File: config.mk
export PLATFORM = sky130hd
export DESIGN_NAME = nv_clock_options
export DESIGN_NICKNAME = d
export VERILOG_FILES = /design/src/nv_ctrl_pkg.sv /design/src/nv_timing_divider.sv /design/src/nv_key_compare.sv /design/src/nv_clock_options.sv
export SDC_FILE = /design/constraint.sdc
export NUM_CORES = 1
export LEC_CHECK = 0
export CORE_AREA = 2 2 99 101
export DETAILED_ROUTE_END_ITERATION = 12
export DIE_AREA = 0 0 101 103
export DONT_BUFFER_PORTS = 1
export SETUP_SLACK_MARGIN = 0.05
export SYNTH_ARGS = -nofsm -noshare
export SYNTH_HDL_FRONTEND = slang
export SYNTH_SLANG_ARGS = --single-unit
File: constraint.sdc
create_clock -name aclk -period 3.5 [get_ports aclk]
set_input_delay 0.7 -clock aclk [delete_from_list [all_inputs] [get_ports aclk]]
set_output_delay 0.7 -clock aclk [all_outputs]
set_load 0.02 [all_outputs]
File: src/nv_ctrl_pkg.sv
package nv_ctrl_pkg;

    // ==========================================================
    // Register map (byte addresses on the AXI4-Lite slave)
    localparam logic [7:0] addr_nv_clock_ratio = 8'h00;
    localparam logic [7:0] addr_option_shadow  = 8'h04;
    localparam logic [7:0] addr_key_control    = 8'h08;
    localparam logic [7:0] addr_key_data       = 8'h0c;
    localparam logic [7:0] addr_access_status  = 8'h10;

    // ==========================================================
    // Field positions
    localparam int ratio_flag_bit     = 7;
    localparam int prescale_bit       = 6;
    localparam int ratio_msb          = 5;
    localparam int allow_bit          = 7;
    localparam int redirect_bit       = 6;
    localparam int key_select_bit     = 0;
    localparam logic [1:0] unlocked_code = 2'h2;
    localparam logic [1:0] lock_code_reset = 2'h3;

    localparam logic [7:0] option_used_mask = 8'hc3;
    localparam logic [6:0] ratio_reset      = 7'h00;

    // ==========================================================
    // Timing
    localparam int          prescale_div  = 8;
    localparam logic [2:0]  prescale_last = 3'h7;
    localparam int          key_bytes     = 8;
    localparam int          clk_mhz       = 100;
    localparam int          pulse_min_ns  = 5000;
    localparam int          pulse_max_ns  = 6700;
    localparam int          pulse_min_cyc = (pulse_min_ns * clk_mhz + 999) / 1000;
    localparam int          pulse_max_cyc = (pulse_max_ns * clk_mhz) / 1000;

    // AXI responses
    localparam logic [1:0] resp_okay   = 2'h0;
    localparam logic [1:0] resp_slverr = 2'h2;

    // ==========================================================
    // Carriers
    typedef struct packed {
        logic       prescale_by_eight;
        logic [5:0] ratio;
    } ratio_cfg_t;

    typedef struct packed {
        logic       backdoor_allow;
        logic       redirection_disable;
        logic [1:0] lock_state_code;
    } option_t;

    typedef struct packed {
        logic       valid;
        logic       from_secure;
        logic       write;
        logic       to_secure_target;
    } mem_access_t;

    typedef enum logic [1:0] {
        key_idle    = 2'b00,
        key_collect = 2'b01,
        key_compare = 2'b10
    } key_state_t;

endpackage

File: src/nv_timing_divider.sv
`timescale 1ns/1ps
module nv_timing_divider
    import nv_ctrl_pkg::*;
(
    input  wire logic       aclk,
    input  wire logic       aresetn,
    input  wire logic       run,
    input  ratio_cfg_t      cfg,
    output logic            timing_pulse
);
    logic [2:0] pre_count;
    logic [5:0] main_count;
    logic       pre_tick;

    // ==========================================================
    // Prescaler and reload counter
    assign pre_tick = cfg.prescale_by_eight ? (pre_count == prescale_last) : 1'b1;

    always_ff @(posedge aclk) begin
        if (!aresetn || !run) begin
            pre_count <= 3'h0;
        end else begin
            pre_count <= pre_count + 3'h1;
        end
    end

    always_ff @(posedge aclk) begin
        if (!aresetn || !run) begin
            main_count   <= 6'h00;
            timing_pulse <= 1'b0;
        end else if (pre_tick) begin
            // Period is ratio+1 selected ticks
            if (main_count >= cfg.ratio) begin
                main_count   <= 6'h00;
                timing_pulse <= 1'b1;
            end else begin
                main_count   <= main_count + 6'h01;
                timing_pulse <= 1'b0;
            end
        end else begin
            timing_pulse <= 1'b0;
        end
    end
endmodule // nv_timing_divider

File: src/nv_key_compare.sv
`timescale 1ns/1ps
module nv_key_compare
    import nv_ctrl_pkg::*;
(
    input  wire logic                aclk,
    input  wire logic                aresetn,
    input  wire logic                key_select,
    input  wire logic                byte_write,
    input  wire logic [7:0]          byte_data,
    input  wire logic [8*key_bytes-1:0] stored_unlock_bytes,
    output logic                     key_match
);
    key_state_t  state;
    logic [3:0]  count;
    logic        all_equal;

    // ==========================================================
    // Collect eight bytes in ascending order, compare on deselect
    always_ff @(posedge aclk) begin
        if (!aresetn) begin
            state     <= key_idle;
            count     <= 4'h0;
            all_equal <= 1'b1;
            key_match <= 1'b0;
        end else begin
            key_match <= 1'b0;
            case (state)
                key_idle: begin
                    count     <= 4'h0;
                    all_equal <= 1'b1;
                    if (key_select) state <= key_collect;
                end
                key_collect: begin
                    if (byte_write && count < 4'(key_bytes)) begin
                        count <= count + 4'h1;
                        if (byte_data != stored_unlock_bytes[count[2:0]*8 +: 8])
                            all_equal <= 1'b0;
                    end
                    if (!key_select) state <= key_compare;
                end
                key_compare: begin
                    key_match <= all_equal && (count == 4'(key_bytes));
                    state     <= key_idle;
                end
                default: state <= key_idle;
            endcase
        end
    end
endmodule // nv_key_compare

File: src/nv_clock_options.sv
`timescale 1ns/1ps
module nv_clock_options
    import nv_ctrl_pkg::*;
(
    input  wire logic                   aclk,
    input  wire logic                   aresetn,
    // AXI4-Lite slave
    input  wire logic [7:0]             s_axi_awaddr,
    input  wire logic                   s_axi_awvalid,
    output logic                        s_axi_awready,
    input  wire logic [31:0]            s_axi_wdata,
    input  wire logic [3:0]             s_axi_wstrb,
    input  wire logic                   s_axi_wvalid,
    output logic                        s_axi_wready,
    output logic [1:0]                  s_axi_bresp,
    output logic                        s_axi_bvalid,
    input  wire logic                   s_axi_bready,
    input  wire logic [7:0]             s_axi_araddr,
    input  wire logic                   s_axi_arvalid,
    output logic                        s_axi_arready,
    output logic [31:0]                 s_axi_rdata,
    output logic [1:0]                  s_axi_rresp,
    output logic                        s_axi_rvalid,
    input  wire logic                   s_axi_rready,
    // Nonvolatile contents, static while the part runs
    input  wire logic [7:0]             stored_option_byte,
    input  wire logic [8*key_bytes-1:0] stored_unlock_bytes,
    // Events from the command engine
    input  wire logic                   blank_check_pass,
    input  wire logic                   key_write_secure,
    input  wire logic [7:0]             key_write_data,
    // Memory access screening
    input  mem_access_t                 access_req,
    input  wire logic [7:0]             access_rdata,
    // Outputs
    output logic                        program_erase_enable,
    output logic                        timing_pulse,
    output logic                        key_write_to_key,
    output logic                        redirection_enable,
    output logic                        part_locked,
    output logic [1:0]                  lock_state_code,
    output logic                        access_grant,
    output logic [7:0]                  access_rdata_out
);

    // ==========================================================
    // State
    logic       ratio_written_flag;
    ratio_cfg_t ratio_cfg;
    option_t    option_shadow;
    logic       load_done;
    logic       key_entry_select;
    logic       unlocked_by_event;
    logic       key_match;
    logic       divider_pulse;
    logic       blocked_count;

    logic       aw_held;
    logic       w_held;
    logic [7:0] aw_addr;
    logic [31:0] w_data;
    logic [3:0] w_strb;
    logic       do_write;
    logic       do_read;

    function automatic logic is_unlocked(input logic [1:0] code);
        return code == unlocked_code;
    endfunction

    // Unsecured source aiming at secure memory while the part is locked
    function automatic logic is_blocked(input mem_access_t req, input logic locked);
        return req.valid && locked && req.to_secure_target && !req.from_secure;
    endfunction

    // Register write decode, shared by every writable register
    function automatic logic write_hits(input logic       go,
                                        input logic [7:0] at,
                                        input logic [3:0] strb,
                                        input logic [7:0] target);
        return go && (at == target) && strb[0];
    endfunction

    // ==========================================================
    // AXI write path: address and data taken in either order
    assign do_write = aw_held && w_held && !s_axi_bvalid;

    // Address channel: one beat, held until the response is raised
    always_ff @(posedge aclk) begin
        if (!aresetn) begin
            aw_held       <= 1'b0;
            aw_addr       <= 8'h00;
            s_axi_awready <= 1'b0;
        end else begin
            // Ready pulses for one cycle so a held beat is never taken twice
            s_axi_awready <= !aw_held && !s_axi_awready && !s_axi_bvalid;
            if (do_write) begin
                aw_held <= 1'b0;
            end else if (s_axi_awvalid && s_axi_awready) begin
                aw_held <= 1'b1;
                aw_addr <= s_axi_awaddr;
            end
        end
    end

    // Data channel, independent of the address channel
    always_ff @(posedge aclk) begin
        if (!aresetn) begin
            w_held       <= 1'b0;
            w_data       <= 32'h0000_0000;
            w_strb       <= 4'h0;
            s_axi_wready <= 1'b0;
        end else begin
            s_axi_wready <= !w_held && !s_axi_wready && !s_axi_bvalid;
            if (do_write) begin
                w_held <= 1'b0;
            end else if (s_axi_wvalid && s_axi_wready) begin
                w_held <= 1'b1;
                w_data <= s_axi_wdata;
                w_strb <= s_axi_wstrb;
            end
        end
    end

    // Response: raised once both beats are held, kept until bready
    always_ff @(posedge aclk) begin
        if (!aresetn) begin
            s_axi_bvalid <= 1'b0;
            s_axi_bresp  <= resp_okay;
        end else if (do_write) begin
            s_axi_bvalid <= 1'b1;
            case (aw_addr)
                addr_nv_clock_ratio,
                addr_option_shadow,
                addr_key_control,
                addr_key_data,
                addr_access_status: s_axi_bresp <= resp_okay;
                default:            s_axi_bresp <= resp_slverr;
            endcase
        end else if (s_axi_bvalid && s_axi_bready) begin
            s_axi_bvalid <= 1'b0;
        end
    end

    // ==========================================================
    // Ratio register: one write after reset only
    // Later writes get OKAY and change nothing; a stray store cannot retime erase
    always_ff @(posedge aclk) begin
        if (!aresetn) begin
            ratio_written_flag <= 1'b0;
            ratio_cfg          <= ratio_reset;
        end else if (write_hits(do_write, aw_addr, w_strb, addr_nv_clock_ratio)
                     && !ratio_written_flag) begin
            ratio_written_flag <= 1'b1;
            ratio_cfg          <= w_data[prescale_bit:0];
        end
    end

    always_ff @(posedge aclk) begin
        if (!aresetn) begin
            program_erase_enable <= 1'b0;
        end else begin
            program_erase_enable <= ratio_written_flag;
        end
    end

    // Divider held cleared until the ratio is written, so no pulse runs unset
    nv_timing_divider u_divider (
        .aclk         (aclk),
        .aresetn      (aresetn),
        .run          (ratio_written_flag),
        .cfg          (ratio_cfg),
        .timing_pulse (divider_pulse)
    );

    always_ff @(posedge aclk) begin
        if (!aresetn) begin
            timing_pulse <= 1'b0;
        end else begin
            timing_pulse <= divider_pulse;
        end
    end

    // ==========================================================
    // Option shadow: captured on the first clock after reset release
    // Nothing else writes the shadow; a new option needs a new reset
    always_ff @(posedge aclk) begin
        if (!aresetn) begin
            load_done     <= 1'b0;
            option_shadow <= '0;
        end else if (!load_done) begin
            load_done     <= 1'b1;
            option_shadow <= {stored_option_byte[allow_bit],
                              stored_option_byte[redirect_bit],
                              stored_option_byte[1:0]};
        end
    end

    // ==========================================================
    // Key entry
    // Select is kept as written; the comparator sees it only with backdoor use allowed
    always_ff @(posedge aclk) begin
        if (!aresetn) begin
            key_entry_select <= 1'b0;
        end else if (write_hits(do_write, aw_addr, w_strb, addr_key_control)) begin
            key_entry_select <= w_data[key_select_bit];
        end
    end

    // Only secure-code writes reach the comparator; debug writes never do
    nv_key_compare u_key (
        .aclk                (aclk),
        .aresetn             (aresetn),
        .key_select          (key_entry_select && option_shadow.backdoor_allow),
        .byte_write          (key_write_secure),
        .byte_data           (key_write_data),
        .stored_unlock_bytes (stored_unlock_bytes),
        .key_match           (key_match)
    );

    always_ff @(posedge aclk) begin
        if (!aresetn) begin
            key_write_to_key <= 1'b0;
        end else begin
            key_write_to_key <= key_entry_select;
        end
    end

    // Sticky until the next reset
    always_ff @(posedge aclk) begin
        if (!aresetn) begin
            unlocked_by_event <= 1'b0;
        end else if ((key_match && option_shadow.backdoor_allow) || blank_check_pass) begin
            unlocked_by_event <= 1'b1;
        end
    end

    // ==========================================================
    // Lock state and redirection outputs
    always_ff @(posedge aclk) begin
        if (!aresetn) begin
            // Locked from reset on; an unloaded shadow code also reads as locked
            lock_state_code    <= lock_code_reset;
            part_locked        <= 1'b1;
            redirection_enable <= 1'b0;
        end else begin
            lock_state_code    <= unlocked_by_event ? unlocked_code
                                                    : option_shadow.lock_state_code;
            part_locked        <= !(unlocked_by_event
                                    || is_unlocked(option_shadow.lock_state_code));
            redirection_enable <= load_done && !option_shadow.redirection_disable;
        end
    end

    // ==========================================================
    // Access screening: one cycle latency
    always_ff @(posedge aclk) begin
        if (!aresetn) begin
            access_grant     <= 1'b0;
            access_rdata_out <= 8'h00;
        end else begin
            access_grant     <= access_req.valid
                                && !is_blocked(access_req, part_locked);
            if (is_blocked(access_req, part_locked)) begin
                // Blocked reads see zeros; blocked writes never get a grant
                access_rdata_out <= 8'h00;
            end else begin
                access_rdata_out <= access_rdata;
            end
        end
    end

    always_ff @(posedge aclk) begin
        if (!aresetn) begin
            blocked_count <= 1'b0;
        end else if (is_blocked(access_req, part_locked)) begin
            // Sticky record that some access was refused
            blocked_count <= 1'b1;
        end
    end

    // ==========================================================
    // AXI read path
    assign do_read = s_axi_arvalid && s_axi_arready;

    // One address beat per read; ready stays low until the data is taken
    always_ff @(posedge aclk) begin
        if (!aresetn) begin
            s_axi_arready <= 1'b0;
        end else begin
            s_axi_arready <= !s_axi_arready && !s_axi_rvalid;
        end
    end

    always_ff @(posedge aclk) begin
        if (!aresetn) begin
            s_axi_rvalid  <= 1'b0;
            s_axi_rdata   <= 32'h0000_0000;
            s_axi_rresp   <= resp_okay;
        end else begin
            if (do_read) begin
                s_axi_rvalid <= 1'b1;
                s_axi_rresp  <= resp_okay;
                case (s_axi_araddr)
                    addr_nv_clock_ratio:
                        s_axi_rdata <= {24'h000000, ratio_written_flag, ratio_cfg};
                    addr_option_shadow:
                        s_axi_rdata <= {24'h000000, option_shadow.backdoor_allow,
                                        option_shadow.redirection_disable, 4'h0,
                                        lock_state_code};
                    addr_key_control:
                        s_axi_rdata <= {31'h00000000, key_entry_select};
                    addr_key_data:
                        s_axi_rdata <= 32'h0000_0000;
                    addr_access_status:
                        s_axi_rdata <= {30'h00000000, blocked_count, part_locked};
                    default: begin
                        s_axi_rdata <= 32'h0000_0000;
                        s_axi_rresp <= resp_slverr;
                    end
                endcase
            end else if (s_axi_rvalid && s_axi_rready) begin
                s_axi_rvalid <= 1'b0;
            end
        end
    end

endmodule // nv_clock_options

==> Implementation_results.wiki <==
{| class="wikitable"
! Metric !! Value
|-
| Run status || completed
|-
| Multi-input combinational cell area || 2236 sq um
|-
| Slew Limit Fails || 0
|-
| Clock latency reported for the late side of the worst-skew pair || 0.36 ns
|-
| Area used by sequential logic in the layout || 1662 sq um
|-
| DIE WIDTH || 101 um
|-
| Detailed-routing iteration count for the pre-antenna-repair pass || 4
|-
| Global-route usage over all layers || 0.1515
|-
| Setup repair after global routing missed its margin || false
|-
| Starting density of the core || 0.4384
|-
| Number of distinct library cell variants in the gate-level netlist after synthesis || 54
|-
| Wirelength per Cell || 15.77 um
|-
| Core Util, Final || 0.4526
|-
| Max rail drop VDD || 224.6 uV
|-
| Kind of start point of the critical path || register
|-
| Synthesized netlist cell count || 418
|-
| Crit Path Category || reg -> reg
|-
| Number of buffers added to fix hold violations after cts || 0
|-
| Type of element capturing the critical path || register
|-
| Peak per-stage delay on the critical path || 0.71 ns
|-
| Worst path bufs/invs || 1
|-
| Final period demand of the worst path || 2.345 ns
|-
| Number of buffers on the longest clock path || 2
|-
| Delay-heaviest family, CP || compound AO/OA/AOI/OAI gates
|-
| Final period utilization || 0.6700
|-
| Detailed-route vias per instance || 5.392
|-
| Number of clock buffers inserted by TritonCTS || 9
|-
| Crit path DAT || 2.62 ns
|-
| Share of final-layout standard cells stronger than drive strength 1 || 0.07452
|-
| Cell area power density || 414.3 nW/um^2
|-
| Detailed Route Iter0 Violations || 47
|-
| Number of max-capacitance violations reported || 0
|-
| Number of port buffers || 0
|-
| Critical Path Fanout Max || 16
|-
| Slew @ Worst Pin || 1.002 ns
|-
| Slowest cell on crit path || dfxtp_1
|-
| Number of antenna diodes || 0
|-
| Pleak || 1.568 nW
|-
| Remaining DRCs || 0
|-
| Total via count in the routed design || 2,858
|-
| CP required || 3.78 ns
|-
| Largest net degree at the start of global routing || 70
|-
| Register clock-pin slew on the reported worst setup and hold paths || 0.08 ns
|-
| Area inside the core boundary || 9459 sq um
|-
| Headroom to the max-slew limit || 0.3296
|-
| Total Neg Setup Slack || 0 ns
|-
| Via count of the first global-routing pass || 2,631
|-
| Gpl congestion || 0.7539
|-
| Number of post-CTS setup repair buffers || 0
|-
| ANT nets after route || 0
|-
| Die boundary height || 103 um
|-
| Async S/R FF share, synth || 0
|-
| Total wire length after detailed routing || 8359 um
|-
| Final #Nets || 575
|-
| Kind of path behind the tightest hold check || in -> reg
|-
| Sequential fraction of the synthesis area || 0.4007
|-
| Number of antenna violations at the first check in global routing || 0
|-
| CTS HTree Levels || 3
|-
| Synthesis warning total || 0
|-
| Overall die area || 10,400 sq um
|-
| Top_reg_cell synth || dfxtp_1
|-
| Leading area contributor after synthesis || dfxtp_1
|-
| Fmax achieved || 426.5 MHz
|-
| Growth of design area from synthesis to finish || 3.259%
|-
| Critical path cell sequence || inv_1 > a2111oi_0 > nor4_1 > nor4_2 > nand4_1 > a21oi_1
|-
| Clock sink count || 83
|-
| # fillers || 943
|-
| Cell area after synthesis || 4146 sq um
|-
| Post-synth EDFFs || 0
|-
| CTS tree || yes
|-
| Cells taking the most area after synthesis || dfxtp_1, mux2i_1, nor2b_1
|-
| HPWL after detailed placement || 6196 um
|-
| CTS Root Cell || clkbuf_8
|-
| Flop and latch count out of synthesis || 83
|-
| Finish-stage setup viols || 0
|-
| Total congestion overflow after global routing || 0
|-
| Global-route wire length before repair || 12,450 um
|-
| CTS resizes || 0
|-
| Layout Skew || 0.01752 ns
|-
| Syn_area_per_cell || 9.920 sq um
|-
| Area share of the leading cell type in the synthesized netlist || 0.4007
|-
| Std-Cell Rows || 36
|-
| IO Pins || 210
|-
| Number of hold-slack violations in the final timing report || 0
|}
-- routing by layer --
metal,wire length (um),global-route usage
met5,0,0
met4,66,0.03950
met1,3719,0.1878
met2,3882,0.2487
met3,690,0.05831
-- cells in the mapped netlist (2+ instances only) --
library cell  number
o21a_1             3
nor2b_1           45
and3_1            13
mux4_2             3
nand3_1            4
and3b_1            2
a22oi_1            9
nor2_1            21
o22ai_1            2
and2_1             5
xor2_1             4
mux2_2             5
a21oi_1            4
a21boi_0           3
dfxtp_1           83
buf_6              3
nand3b_1           2
a211oi_1          11
nand2_1           17
nand4_1            5
o21ai_0           10
clkbuf_1          13
a2111oi_0          2
ha_1              11
nand2b_1           7
mux2i_1           47
xnor2_1            7
nor4_1             2
buf_4             28
inv_1             10
nor3_1             5
mux4_1             3
a221oi_1           2
a31oi_1            2
a22o_1             3
a21o_1             3
o31a_1             2
-- worst paths after layout --
path                                                   startpoint                                 to  slack (ns)  cells after the start
worst min register to register  u_divider.pre_count[0]$_SDFF_PP0_  u_divider.pre_count[0]$_SDFF_PP0_        0.43                      1
worst min-delay path                                      aresetn                  load_done$_DFF_P_        0.40                      0
worst max-delay path                  u_key.count[1]$_SDFFE_PN0P_       u_key.all_equal$_SDFFE_PN1P_        1.16                      6
worst max register to register        u_key.count[1]$_SDFFE_PN0P_       u_key.all_equal$_SDFFE_PN1P_        1.16                      6
-- stage by stage --
step                      worst slack (ns)  instance area (sq um)  hold WS, ns  std cells  power (mW)
after floorplan                      1.464                   4240       0.3992        443       1.176
after global placement               1.245                   4104       0.4097        514       1.161
after detailed placement             1.172                   4104       0.4182        514       1.164
after CTS                            1.151                   4282       0.3664        530       1.798
after global routing                0.8647                   4282       0.3626        530       1.855
final                                1.155                   4282       0.4004        530       1.774
-- state kept, by name (all words and copies together), names as in the netlist, 2 cells and up --
register / flops
access_rdata_out: 8
aw_addr: 8
lock_state_code: 2
option_shadow: 4
ratio_cfg: 7
s_axi_rdata: 8
u_divider.main_count: 6
u_divider.pre_count: 3
u_key.count: 4
u_key.state: 2
w_data: 7
-- power breakdown --
part / switching (mW) / leakage (nW) / internal [mW]
clock network: 0.368 / 0.0771 / 0.265
registers: 0.0395 / 0.677 / 0.975
logic: 0.0660 / 0.814 / 0.0597
total: 0.474 / 1.57 / 1.30
-- logic make-up (layout without fill, tap and decap cells) --
kind of cell | after synthesis | after routing | share of synthesized area
buffers and inverters | 57 | 30 | 0.08268
and+or+nand+nor | 136 | 136 | 0.1877
xor gates and xnor gates | 11 | 11 | 0.02323
muxes | 58 | 58 | 0.1623
AOI/OAI and AO/OA | 61 | 61 | 0.1092
DFF | 83 | 83 | 0.4007
other | 1 | 26 | 0.0009044
adders and majority gates | 11 | 11 | 0.03319
-- final cells by class --
class                   instances  area share
repair buffers                  3    0.005260
flip-flops and latches         83      0.3881
inverters                      11    0.009643
well taps                     114     0.03331
clock buffers                  10     0.02981
clock inverters                 6     0.01169
multi-input cells             303      0.5222
-- layout by cell type, fill, tap and decap left out, types with 3 or more instances in the layout --
| master | netlist | routed |
|---|---|---|
| o21ai_0 | 10 | 10 |
| mux2i_1 | 47 | 47 |
| a21oi_1 | 4 | 4 |
| nand4_1 | 5 | 5 |
| mux4_1 | 3 | 3 |
| a21o_1 | 3 | 3 |
| a21boi_0 | 3 | 3 |
| nand2_1 | 17 | 17 |
| mux4_2 | 3 | 3 |
| xor2_1 | 4 | 4 |
| nor2_1 | 21 | 21 |
| ha_1 | 11 | 11 |
| nand3_1 | 4 | 4 |
| clkinvlp_4 | 0 | 4 |
| clkbuf_8 | 0 | 9 |
| a211oi_1 | 11 | 11 |
| buf_4 | 28 | 3 |
| and2_1 | 5 | 5 |
| xnor2_1 | 7 | 7 |
| nor2b_1 | 45 | 45 |
| mux2_2 | 5 | 5 |
| a22o_1 | 3 | 3 |
| dfxtp_1 | 83 | 83 |
| inv_1 | 10 | 10 |
| o21a_1 | 3 | 3 |
| a22oi_1 | 9 | 9 |
| conb_1 | 1 | 26 |
| nand2b_1 | 7 | 7 |
| nor3_1 | 5 | 5 |
| and3_1 | 13 | 13 |
Note: power is estimated with default switching activity, not from simulation.
